## config.mk

```make
export PLATFORM = sky130hd
export DESIGN_NAME = porseq_top
export DESIGN_NICKNAME = d
export VERILOG_FILES = /design/src/core/porseq_pkg.sv /design/src/core/porseq_top.sv /design/src/core/porseq_sync.sv
export SDC_FILE = /design/constraint.sdc
export NUM_CORES = 1
export LEC_CHECK = 0
export BUFFER_PORTS_ARGS = -buffer_cell sky130_fd_sc_hd__buf_4
export CORE_ASPECT_RATIO = 0.9
export CORE_UTILIZATION = 30
export CTS_CLUSTER_SIZE = 28
export DETAILED_ROUTE_END_ITERATION = 8
export PLACE_DENSITY_LB_ADDON = 0.2
export SETUP_SLACK_MARGIN = 0.15
export SYNTH_ARGS = -nofsm -noshare
export SYNTH_HDL_FRONTEND = slang
export SYNTH_SLANG_ARGS = --single-unit
```

## constraint.sdc

```tcl
create_clock -name SYS_CLK -period 2.6 [get_ports SYS_CLK]
set_clock_uncertainty 0.2 [all_clocks]
set_input_delay 0.26 -clock SYS_CLK [delete_from_list [all_inputs] [get_ports SYS_CLK]]
set_output_delay 0.26 -clock SYS_CLK [all_outputs]
set_load 0.05 [all_outputs]
```

## src/core/porseq_pkg.sv

```systemverilog
package porseq_pkg;
  // Register port map (byte-style indices)
  localparam logic [3:0] REG_RESET_SRC = 4'h0;
  localparam logic [3:0] REG_PWRUP_STAT = 4'h1;
  localparam logic [3:0] REG_MON_CTRL = 4'h2;
  localparam logic [3:0] REG_CLK_SEL = 4'h3;
  localparam logic [3:0] REG_SEQ_STAT = 4'h4;

  // Reset source flag bit positions
  localparam int SRC_MON = 0;
  localparam int SRC_ILLMEM = 1;
  localparam int SRC_PARITY = 2;
  localparam int SRC_WDOG = 4;
  localparam int SRC_ILLINSN = 7;
  localparam logic [7:0] SRC_MASK = 8'h97;

  // Monitor control bits
  localparam int MON_LEVEL_BIT = 0;
  localparam int MON_MODE_BIT = 7;
  localparam logic [7:0] ZERO8 = 8'h00;

  // Clock selection codes
  localparam logic [2:0] CLK_HS_ONCHIP = 3'h0;
  localparam logic [2:0] CLK_HS_SYSTEM = 3'h1;
  localparam logic [2:0] CLK_SUBSYS = 3'h2;
  localparam logic [2:0] CLK_MID_ONCHIP = 3'h3;
  localparam logic [2:0] CLK_LOW_ONCHIP = 3'h4;

  // Mode option codes {hi,lo}
  localparam logic [1:0] MODE_INTR = 2'h1;

  // Processing times in nanoseconds, maximum figures
  localparam int CLK_NS = 10;
  localparam int T_FIRST_MON_NS = 832000;
  localparam int T_FIRST_NOMON_NS = 519000;
  localparam int T_LATER_MON_NS = 675000;
  localparam int T_LATER_NOMON_NS = 362000;
  localparam int T_MON_PROC_NS = 70100;
  localparam int T_MON_RECOV_NS = 70100;
  localparam int T_STAB_NS = 10000;
  localparam int CYC_FIRST_MON = T_FIRST_MON_NS / CLK_NS;
  localparam int CYC_FIRST_NOMON = T_FIRST_NOMON_NS / CLK_NS;
  localparam int CYC_LATER_MON = T_LATER_MON_NS / CLK_NS;
  localparam int CYC_LATER_NOMON = T_LATER_NOMON_NS / CLK_NS;
  localparam int CYC_MON_PROC = T_MON_PROC_NS / CLK_NS;
  localparam int CYC_MON_RECOV = T_MON_RECOV_NS / CLK_NS;
  localparam int CYC_STAB = (T_STAB_NS + CLK_NS - 1) / CLK_NS;

  localparam int CNT_W = 17;

  typedef enum logic [2:0] {
    PS_POR = 3'b000,
    PS_STAB = 3'b001,
    PS_EXTHOLD = 3'b011,
    PS_PROC = 3'b010,
    PS_RUN = 3'b110,
    PS_MONHOLD = 3'b111,
    PS_MONPROC = 3'b101
  } porseq_state_e;
endpackage

```

## src/core/porseq_top.sv

```systemverilog
`timescale 1ns/1ns
// Behaviour
// - Hold reset until supply rises past threshold
// - Assert reset while supply below fall threshold
// - Power-on reset zeroes source and power-up status
// - Other resets set own source flag only; pin reset sets none
// - First release, monitor on: long processing
// - First release, monitor off: processing time
// - Later releases, monitor on: processing time
// - Later releases, monitor off: processing time
// - Processing covers oscillator accuracy wait
// - Start on fast on-chip clock, software selectable
// - Low-voltage interrupt sets level and mode bits
// - Monitor power-up processing after high level
// - Monitor-only reset recovery processing time
// - Interrupt mode uses monitor reset power-up delay
// - Power-up flag accepts one, ignores zero
// - Source flags clear on eight-bit read
module porseq_top
  import porseq_pkg::*;
#(
  parameter int FIRST_MON_CYC = porseq_pkg::CYC_FIRST_MON,
  parameter int FIRST_NOMON_CYC = porseq_pkg::CYC_FIRST_NOMON,
  parameter int LATER_MON_CYC = porseq_pkg::CYC_LATER_MON,
  parameter int LATER_NOMON_CYC = porseq_pkg::CYC_LATER_NOMON,
  parameter int MON_PROC_CYC = porseq_pkg::CYC_MON_PROC,
  parameter int MON_RECOV_CYC = porseq_pkg::CYC_MON_RECOV,
  parameter int STAB_CYC = porseq_pkg::CYC_STAB
) (
  input wire logic SYS_CLK,
  input wire logic RST_B,
  input wire logic SUPPLY_RISE_OK,
  input wire logic SUPPLY_FALL_LOW,
  input wire logic EXT_RESET_B,
  input wire logic MONITOR_ENABLE,
  input wire logic MONITOR_LEVEL_OK,
  input wire logic MONITOR_RESET,
  input wire logic [1:0] MONITOR_MODE,
  input wire logic LOW_VOLTAGE_IRQ,
  input wire logic WDOG_RESET,
  input wire logic ILLINSN_RESET,
  input wire logic PARITY_RESET,
  input wire logic ILLMEM_RESET,
  input wire logic [3:0] REG_ADDR,
  input wire logic [7:0] REG_WDATA,
  input wire logic REG_WR,
  input wire logic REG_RD,
  output logic [7:0] REG_RDATA,
  output logic INT_RESET_B,
  output logic CPU_RUN,
  output logic [2:0] CPU_CLK_SEL,
  output logic OSC_ACCURACY_WAIT
);
  logic [5:0] async_raw;
  logic [5:0] async_sync;
  logic rise_ok;
  logic fall_low;
  logic ext_rst_b;
  logic mon_ok;
  logic mon_rst;
  logic lv_irq;
  logic [1:0] lv_irq_d;
  logic lv_irq_q;
  logic lv_irq_rise;
  logic ext_rel_q;
  logic ext_rel_edge;
  logic por_cond;
  logic core_rst_src;
  logic [7:0] src_q;
  logic [7:0] src_d;
  logic [7:0] src_set;
  logic pwr_q;
  logic [7:0] mon_ctrl_q;
  logic [2:0] clk_sel_q;
  logic seen_ext_q;
  logic mon_only_q;
  logic [CNT_W-1:0] cnt_q;
  logic [CNT_W-1:0] proc_len;
  logic [CNT_W-1:0] mon_len;
  logic cnt_done;
  logic [7:0] rdata_d;
  logic wr_src;
  logic wr_pwr;
  logic wr_mon;
  logic wr_clk;
  logic rd_src;
  porseq_state_e state_q;
  porseq_state_e state_d;

  assign async_raw = {LOW_VOLTAGE_IRQ, MONITOR_RESET, MONITOR_LEVEL_OK, EXT_RESET_B, SUPPLY_FALL_LOW,
                      SUPPLY_RISE_OK};

  porseq_sync #(.W(6)) u_sync (
    .SYS_CLK(SYS_CLK),
    .RST_B(RST_B),
    .async_in(async_raw),
    .sync_out(async_sync)
  );

  assign rise_ok = async_sync[0];
  assign fall_low = async_sync[1];
  assign ext_rst_b = async_sync[2];
  assign mon_ok = async_sync[3] | ~MONITOR_ENABLE;
  assign mon_rst = async_sync[4] & MONITOR_ENABLE;
  assign lv_irq = async_sync[5];

  // Fall comparator wins over rise so a brown-out always resets
  assign por_cond = fall_low | ~rise_ok;
  assign core_rst_src = WDOG_RESET | ILLINSN_RESET | PARITY_RESET | ILLMEM_RESET;

  assign lv_irq_rise = lv_irq & ~lv_irq_q;
  assign ext_rel_edge = ext_rst_b & ~ext_rel_q;

  // Processing length: first release after POR vs later, monitor in use or not
  assign proc_len = !seen_ext_q ?
                    (MONITOR_ENABLE ? CNT_W'(FIRST_MON_CYC) : CNT_W'(FIRST_NOMON_CYC)) :
                    (MONITOR_ENABLE ? CNT_W'(LATER_MON_CYC) : CNT_W'(LATER_NOMON_CYC));
  // Interrupt mode takes the same start delay as reset mode
  assign mon_len = mon_only_q ? CNT_W'(MON_RECOV_CYC) : CNT_W'(MON_PROC_CYC);
  assign cnt_done = (cnt_q == '0);

  assign wr_src = REG_WR & (REG_ADDR == REG_RESET_SRC);
  assign wr_pwr = REG_WR & (REG_ADDR == REG_PWRUP_STAT);
  assign wr_mon = REG_WR & (REG_ADDR == REG_MON_CTRL);
  assign wr_clk = REG_WR & (REG_ADDR == REG_CLK_SEL);
  assign rd_src = REG_RD & (REG_ADDR == REG_RESET_SRC);

  always_comb begin
    state_d = state_q;
    unique case (state_q)
      PS_POR: if (!por_cond) state_d = PS_STAB;
      PS_STAB: if (cnt_done) state_d = PS_EXTHOLD;
      PS_EXTHOLD: if (ext_rel_edge) state_d = PS_PROC;
      PS_PROC: if (cnt_done) state_d = MONITOR_ENABLE ? PS_MONHOLD : PS_RUN;
      PS_MONHOLD: if (mon_ok) state_d = PS_MONPROC;
      PS_MONPROC: if (cnt_done) state_d = PS_RUN;
      PS_RUN: begin
        if (!ext_rst_b) state_d = PS_EXTHOLD;
        else if (mon_rst) state_d = PS_MONHOLD;
        else if (core_rst_src) state_d = PS_EXTHOLD;
      end
      default: state_d = PS_POR;
    endcase
    if (por_cond) state_d = PS_POR;
    else if (!ext_rst_b && state_q != PS_POR && state_q != PS_STAB) state_d = PS_EXTHOLD;
  end

  // Flags held by other sources, own flag set
  always_comb begin
    src_set = ZERO8;
    src_set[SRC_MON] = mon_rst & (state_q == PS_RUN);
    src_set[SRC_WDOG] = WDOG_RESET;
    src_set[SRC_ILLINSN] = ILLINSN_RESET;
    src_set[SRC_PARITY] = PARITY_RESET;
    src_set[SRC_ILLMEM] = ILLMEM_RESET;
  end
  // Clear on read, but a new event in that cycle survives
  assign src_d = ((rd_src ? ZERO8 : src_q) | src_set) & SRC_MASK;

  always_comb begin
    unique case (REG_ADDR)
      REG_RESET_SRC: rdata_d = src_q;
      REG_PWRUP_STAT: rdata_d = {7'h00, pwr_q};
      REG_MON_CTRL: rdata_d = mon_ctrl_q;
      REG_CLK_SEL: rdata_d = {5'h00, clk_sel_q};
      REG_SEQ_STAT: rdata_d = {2'h0, seen_ext_q, mon_only_q, 1'b0, state_q};
      default: rdata_d = ZERO8;
    endcase
  end

  always_ff @(posedge SYS_CLK) begin
    if (!RST_B) begin
      state_q <= PS_POR;
      cnt_q <= '0;
      lv_irq_q <= 1'b0;
      ext_rel_q <= 1'b0;
    end else begin
      state_q <= state_d;
      lv_irq_q <= lv_irq;
      ext_rel_q <= ext_rst_b;
      if (state_d != state_q) begin
        unique case (state_d)
          PS_STAB: cnt_q <= CNT_W'(STAB_CYC);
          PS_PROC: cnt_q <= proc_len;
          PS_MONPROC: cnt_q <= mon_len;
          default: cnt_q <= '0;
        endcase
      end else if (!cnt_done) begin
        cnt_q <= cnt_q - CNT_W'(1);
      end
    end
  end

  always_ff @(posedge SYS_CLK) begin
    if (!RST_B) begin
      src_q <= ZERO8;
      pwr_q <= 1'b0;
      seen_ext_q <= 1'b0;
      mon_only_q <= 1'b0;
    end else if (state_q == PS_POR) begin
      src_q <= ZERO8;
      pwr_q <= 1'b0;
      seen_ext_q <= 1'b0;
      mon_only_q <= 1'b0;
    end else begin
      src_q <= wr_src ? (REG_WDATA & SRC_MASK) | src_set : src_d;
      if (wr_pwr && REG_WDATA[0]) pwr_q <= 1'b1;
      if (state_q == PS_PROC && cnt_done) seen_ext_q <= 1'b1;
      if (state_q == PS_RUN && mon_rst) mon_only_q <= 1'b1;
      else if (state_q == PS_EXTHOLD) mon_only_q <= 1'b0;
    end
  end

  always_ff @(posedge SYS_CLK) begin
    if (!RST_B) begin
      mon_ctrl_q <= ZERO8;
      clk_sel_q <= CLK_HS_ONCHIP;
      REG_RDATA <= ZERO8;
      INT_RESET_B <= 1'b0;
      CPU_RUN <= 1'b0;
      CPU_CLK_SEL <= CLK_HS_ONCHIP;
      OSC_ACCURACY_WAIT <= 1'b0;
    end else begin
      if (lv_irq_rise) begin
        mon_ctrl_q <= mon_ctrl_q | (ZERO8 | (8'h01 << MON_LEVEL_BIT) | (8'h01 << MON_MODE_BIT));
      end else if (wr_mon) begin
        mon_ctrl_q <= REG_WDATA;
      end
      // Any reset returns the CPU to the fast on-chip clock
      if (state_q != PS_RUN) clk_sel_q <= CLK_HS_ONCHIP;
      else if (wr_clk && REG_WDATA[2:0] <= CLK_LOW_ONCHIP) clk_sel_q <= REG_WDATA[2:0];
      REG_RDATA <= REG_RD ? rdata_d : ZERO8;
      INT_RESET_B <= (state_d == PS_RUN);
      CPU_RUN <= (state_d == PS_RUN);
      // Follows the run flag so a leaving CPU never shows a stale clock choice
      CPU_CLK_SEL <= (state_d != PS_RUN) ? CLK_HS_ONCHIP : clk_sel_q;
      OSC_ACCURACY_WAIT <= (state_d == PS_PROC);
    end
  end

  assign lv_irq_d = {MONITOR_MODE == MODE_INTR, 1'b0};

  a_fall_reset: assert property (@(posedge SYS_CLK) disable iff (!RST_B)
    fall_low |=> !INT_RESET_B)
    else $error("internal reset not asserted on supply fall");
  a_por_clears: assert property (@(posedge SYS_CLK) disable iff (!RST_B)
    state_q == PS_POR |=> (src_q == ZERO8) && !pwr_q)
    else $error("power-on reset did not clear status");
  a_src_sticky: assert property (@(posedge SYS_CLK) disable iff (!RST_B)
    WDOG_RESET && state_q != PS_POR |=> src_q[SRC_WDOG])
    else $error("watchdog flag not set");
  a_read_clear: assert property (@(posedge SYS_CLK) disable iff (!RST_B)
    rd_src && !(|src_set) && !por_cond && state_q != PS_POR |=> src_q == ZERO8)
    else $error("source flags not cleared by read");
  a_pwr_zero_ign: assert property (@(posedge SYS_CLK) disable iff (!RST_B)
    pwr_q && state_q != PS_POR |=> pwr_q)
    else $error("power-up flag lost without power-on reset");
  a_lvirq_bits: assert property (@(posedge SYS_CLK) disable iff (!RST_B)
    lv_irq_rise |=> mon_ctrl_q[MON_LEVEL_BIT] && mon_ctrl_q[MON_MODE_BIT])
    else $error("level or mode bit not set on interrupt");
  a_proc_load: assert property (@(posedge SYS_CLK) disable iff (!RST_B)
    state_q == PS_EXTHOLD && state_d == PS_PROC && !seen_ext_q && MONITOR_ENABLE
    |=> cnt_q == CNT_W'(FIRST_MON_CYC))
    else $error("wrong first processing time");
  a_clk_default: assert property (@(posedge SYS_CLK) disable iff (!RST_B)
    !CPU_RUN |-> CPU_CLK_SEL == CLK_HS_ONCHIP)
    else $error("CPU clock not on fast on-chip oscillator in reset");
  a_rise_hold: assert property (@(posedge SYS_CLK) disable iff (!RST_B)
    !rise_ok |=> !INT_RESET_B [*2])
    else $error("reset released before supply rise");
  c_first_run: cover property (@(posedge SYS_CLK) disable iff (!RST_B) !seen_ext_q ##1 seen_ext_q);
  c_mon_recov: cover property (@(posedge SYS_CLK) disable iff (!RST_B) state_q == PS_MONPROC && mon_only_q);
  c_src_read: cover property (@(posedge SYS_CLK) disable iff (!RST_B) rd_src && src_q != ZERO8);
  c_intr_mode: cover property (@(posedge SYS_CLK) disable iff (!RST_B) lv_irq_d[1] && state_q == PS_MONPROC);
endmodule // porseq_top

```

## src/core/porseq_sync.sv

```systemverilog
`timescale 1ns/1ns
module porseq_sync #(
  parameter int W = 2
) (
  input wire logic SYS_CLK,
  input wire logic RST_B,
  input wire logic [W-1:0] async_in,
  output logic [W-1:0] sync_out
);
  logic [W-1:0] meta_q;

  // Stage one feeds stage two only
  always_ff @(posedge SYS_CLK) begin
    if (!RST_B) begin
      meta_q <= '0;
      sync_out <= '0;
    end else begin
      meta_q <= async_in;
      sync_out <= meta_q;
    end
  end
endmodule // porseq_sync

```

==> results.yml <==
sta:
  post-route-period-util: 0.8935
  worst_pin_slew_ns: 0.9036
  setup_viol: 0
  report.final.slew_viol_count: 0
  rsz0062_at_grt: "yes"
  finalCriticalPeriod_ns: 2.323
  hold_viol: 0
  slew_headroom: 0.3925
  fmax_mhz: 430.5
  tns_ns: 0
  worst_slack_ns: 0.2769
yosys:
  yosysWarnings: 0
  ys_ff_latch: 66
  yosysTopAreaCell: "dfxtp_1"
  synth_edf_count: 0
  synth_top_area_frac: 0.4011
  yosysSeqAreaShare: 0.4011
  postSynthAreaPerCell_sq_um: 9.254
  synthDistinctLibCells: 61
  syn-cell-area_sq_mm: 0.003294
  synth_nets: 391
  synth_top_flop_cell: "dfxtp_1"
  synthTopCellsByArea: "dfxtp_1 (40%), mux2i_1 (4.9%), and2_1 (4.0%)"
  synthArstFlopShare: 0
  synthCells: 356
clock_tree:
  cts_buffers: 9
  cts_sinks: 66
  cts_buffer_depth: 2
  cts_tree: "built"
  cts-root-buf: "clkbuf_16"
  worstSkewPairLatency_ns: 0.33
  path_clk_slew_ns: 0.06
  htree_levels: 3
worst_setup_path:
  path_class: "reg2reg"
  end_kind: "flop"
  critPathLaunchType: "flop"
  critPathRequiredTime_ns: 2.61
  cp.arrival_ns: 2.33
  cp_max_fo: 7
cells_and_area:
  fin_nets: 460
  syn2layout_area_growth_pct: 30.80
  final_util: 0.4117
  layout_common_cells: "dfxtp_1 (65), buf_4 (59), nor2_1 (33), and2_1 (21), nand2_1 (19)"
  diodes: 0
  layout_commonest_cell: "dfxtp_1"
  fillers: 1050
  drive_gt1_frac: 0.2372
place:
  port_buffers: 40
  pre_cts_slack_ns: 0.01246
  dp.final_hpwl_microns: 6021
  place.gp.congestion: 0.8062
power_and_ir_drop:
  power_w: 0.003935
  p_per_area_mw_per_mm2: 913.2
  irDropWorstVdd_uv: 347.2
  p_leak_nw: 1.760
flow_run:
  maxCapViolCount: 0
global_route:
  grt_usage: 0.1511
  globalRouteOverflowTotal: 0
  grt_max_degree: 32
  grt_pass1_wl_microns: 13510
  antenna_found_initial: 0
  grt_pass1_vias: 2702
floorplanning:
  row_count: 35
  dieArea_sq_mm: 0.01141
  die_h_microns: 101.4
  ioPinCount: 43
  die_w_microns: 112.5
  core_area_sq_mm: 0.01047
  start_util: 0.3148
run_status:
  status: "completed"
detailed_routing:
  drc_errors: 0
  wl_microns: 8104
  ant_nets: 0
  vias: 2828
  avgRoutedWirePerCell_microns: 14.50
  avgViaCountPerCell: 5.059
  drtPass1Iterations: 5
  drt-initial-drc-count: 94
hold_path:
  worstHoldPathType: "in2reg"
==> report_power, final <==
part	leakage [nW]	internal [W]	switching [W]
logic	1.06	0.000621	0.000651
clock network	0.165	0.000916	0.000440
registers	0.538	0.00115	0.000155
total	1.76	0.00269	0.00125
==> final cells by class <==
| type | count | area [sq um] | share of cell area |
|---|---|---|---|
| clock buffers | 12 | 266.5 | 0.06185 |
| multi-input cells | 268 | 1864 | 0.4326 |
| inverters | 5 | 18.77 | 0.004355 |
| repair buffers | 75 | 603.1 | 0.1400 |
| clock inverters | 4 | 72.57 | 0.01684 |
| flip-flops and latches | 66 | 1323 | 0.3069 |
| well taps | 129 | 161.4 | 0.03746 |
==> sequential cells by signal, summed over array words and instances (netlist names), 3 cells and up <==
register         count
CPU_CLK_SEL          3
REG_RDATA            8
clk_sel_q            3
cnt_q               17
mon_ctrl_q           8
src_q                5
state_q              3
u_sync.meta_q        6
u_sync.sync_out      6
==> final timing paths <==
path                                             startpoint                       endpoint  slack [ns]  cells after the start
worst max register to register        cnt_q[4]$_SDFFE_PN0P_          cnt_q[3]$_SDFFE_PN0P_        0.28                      6
worst min register to register  u_sync.meta_q[1]$_SDFF_PN0_  u_sync.sync_out[1]$_SDFF_PN0_        0.23                      1
worst min-delay path                           REG_WDATA[1]            src_q[1]$_SDFF_PP0_        0.03                      3
worst max-delay path                  cnt_q[4]$_SDFFE_PN0P_          cnt_q[3]$_SDFFE_PN0P_        0.28                      6
==> cells by family (layout without fill, tap and decap cells) <==
logic type,Yosys count,after routing,synth area share
simple gates,162,162,0.2883
flops,66,66,0.4011
compound gates,64,64,0.1379
buf+inv,22,96,0.04443
mux,21,21,0.06570
xor+xnor,15,15,0.03988
fa+ha+maj,6,6,0.02279
==> what timing repair did <==
action                                 in CTS  in global routing
hold buffers                               16                  0
endpoints found under the hold margin      14                  0
resized for setup                           2                 11
setup endpoints to repair                  15                 25
buffers inserted                            0                  2
pin swaps                                   0                  2
==> through the flow <==
stage	cell area (sq um)	std cells	hold slack [ns]
finish	4309	559	0.02611
global placement	3761	525	0.2181
global route	4309	559	0.04332
CTS	4267	557	0.01762
floorplan	3299	356	0.1859
detailed placement	3761	525	0.2195
==> critical path: stages, from the launching register on <==
cell	delay (ns)
dfxtp_1	0.36
nor4_4	0.42
and4_4	0.36
nor2_1	0.10
or4b_4	0.53
nand3_1	0.14
a31oi_1	0.09
==> Yosys cell counts, types with 2 or more instances <==
library cell / number
nand3_1: 13
xor2_1: 11
inv_1: 5
nor3_1: 9
nand2_1: 20
a21boi_0: 3
nand2b_1: 3
o31ai_1: 2
or2_2: 2
o2111ai_1: 3
clkbuf_1: 6
and2_1: 21
nand3b_1: 6
xnor2_1: 4
nor2_1: 34
nand4b_1: 2
a221oi_1: 4
buf_6: 2
o211ai_1: 2
o41ai_1: 6
a31oi_1: 7
nor2b_1: 15
and3_1: 8
nor3b_1: 3
a21oi_1: 9
mux2i_1: 16
nor4_1: 5
dfxtp_1: 66
a22oi_1: 3
ha_1: 6
a222oi_1: 3
nor2_2: 2
mux2_2: 5
nand4_1: 4
buf_4: 4
clkbuf_8: 2
or3_1: 3
o21ai_0: 12
and4_1: 3
==> routing by layer <==
metal | vias up | global-route usage | wire length (microns)
li1 | 1442 | - | -
met3 | 7 | 0.04010 | 344
met5 | - | 0 | 0
met4 | 0 | 0.05436 | 61
met2 | 65 | 0.2322 | 3530
met1 | 1314 | 0.2047 | 4167
Power figures use the tool's default switching activity.
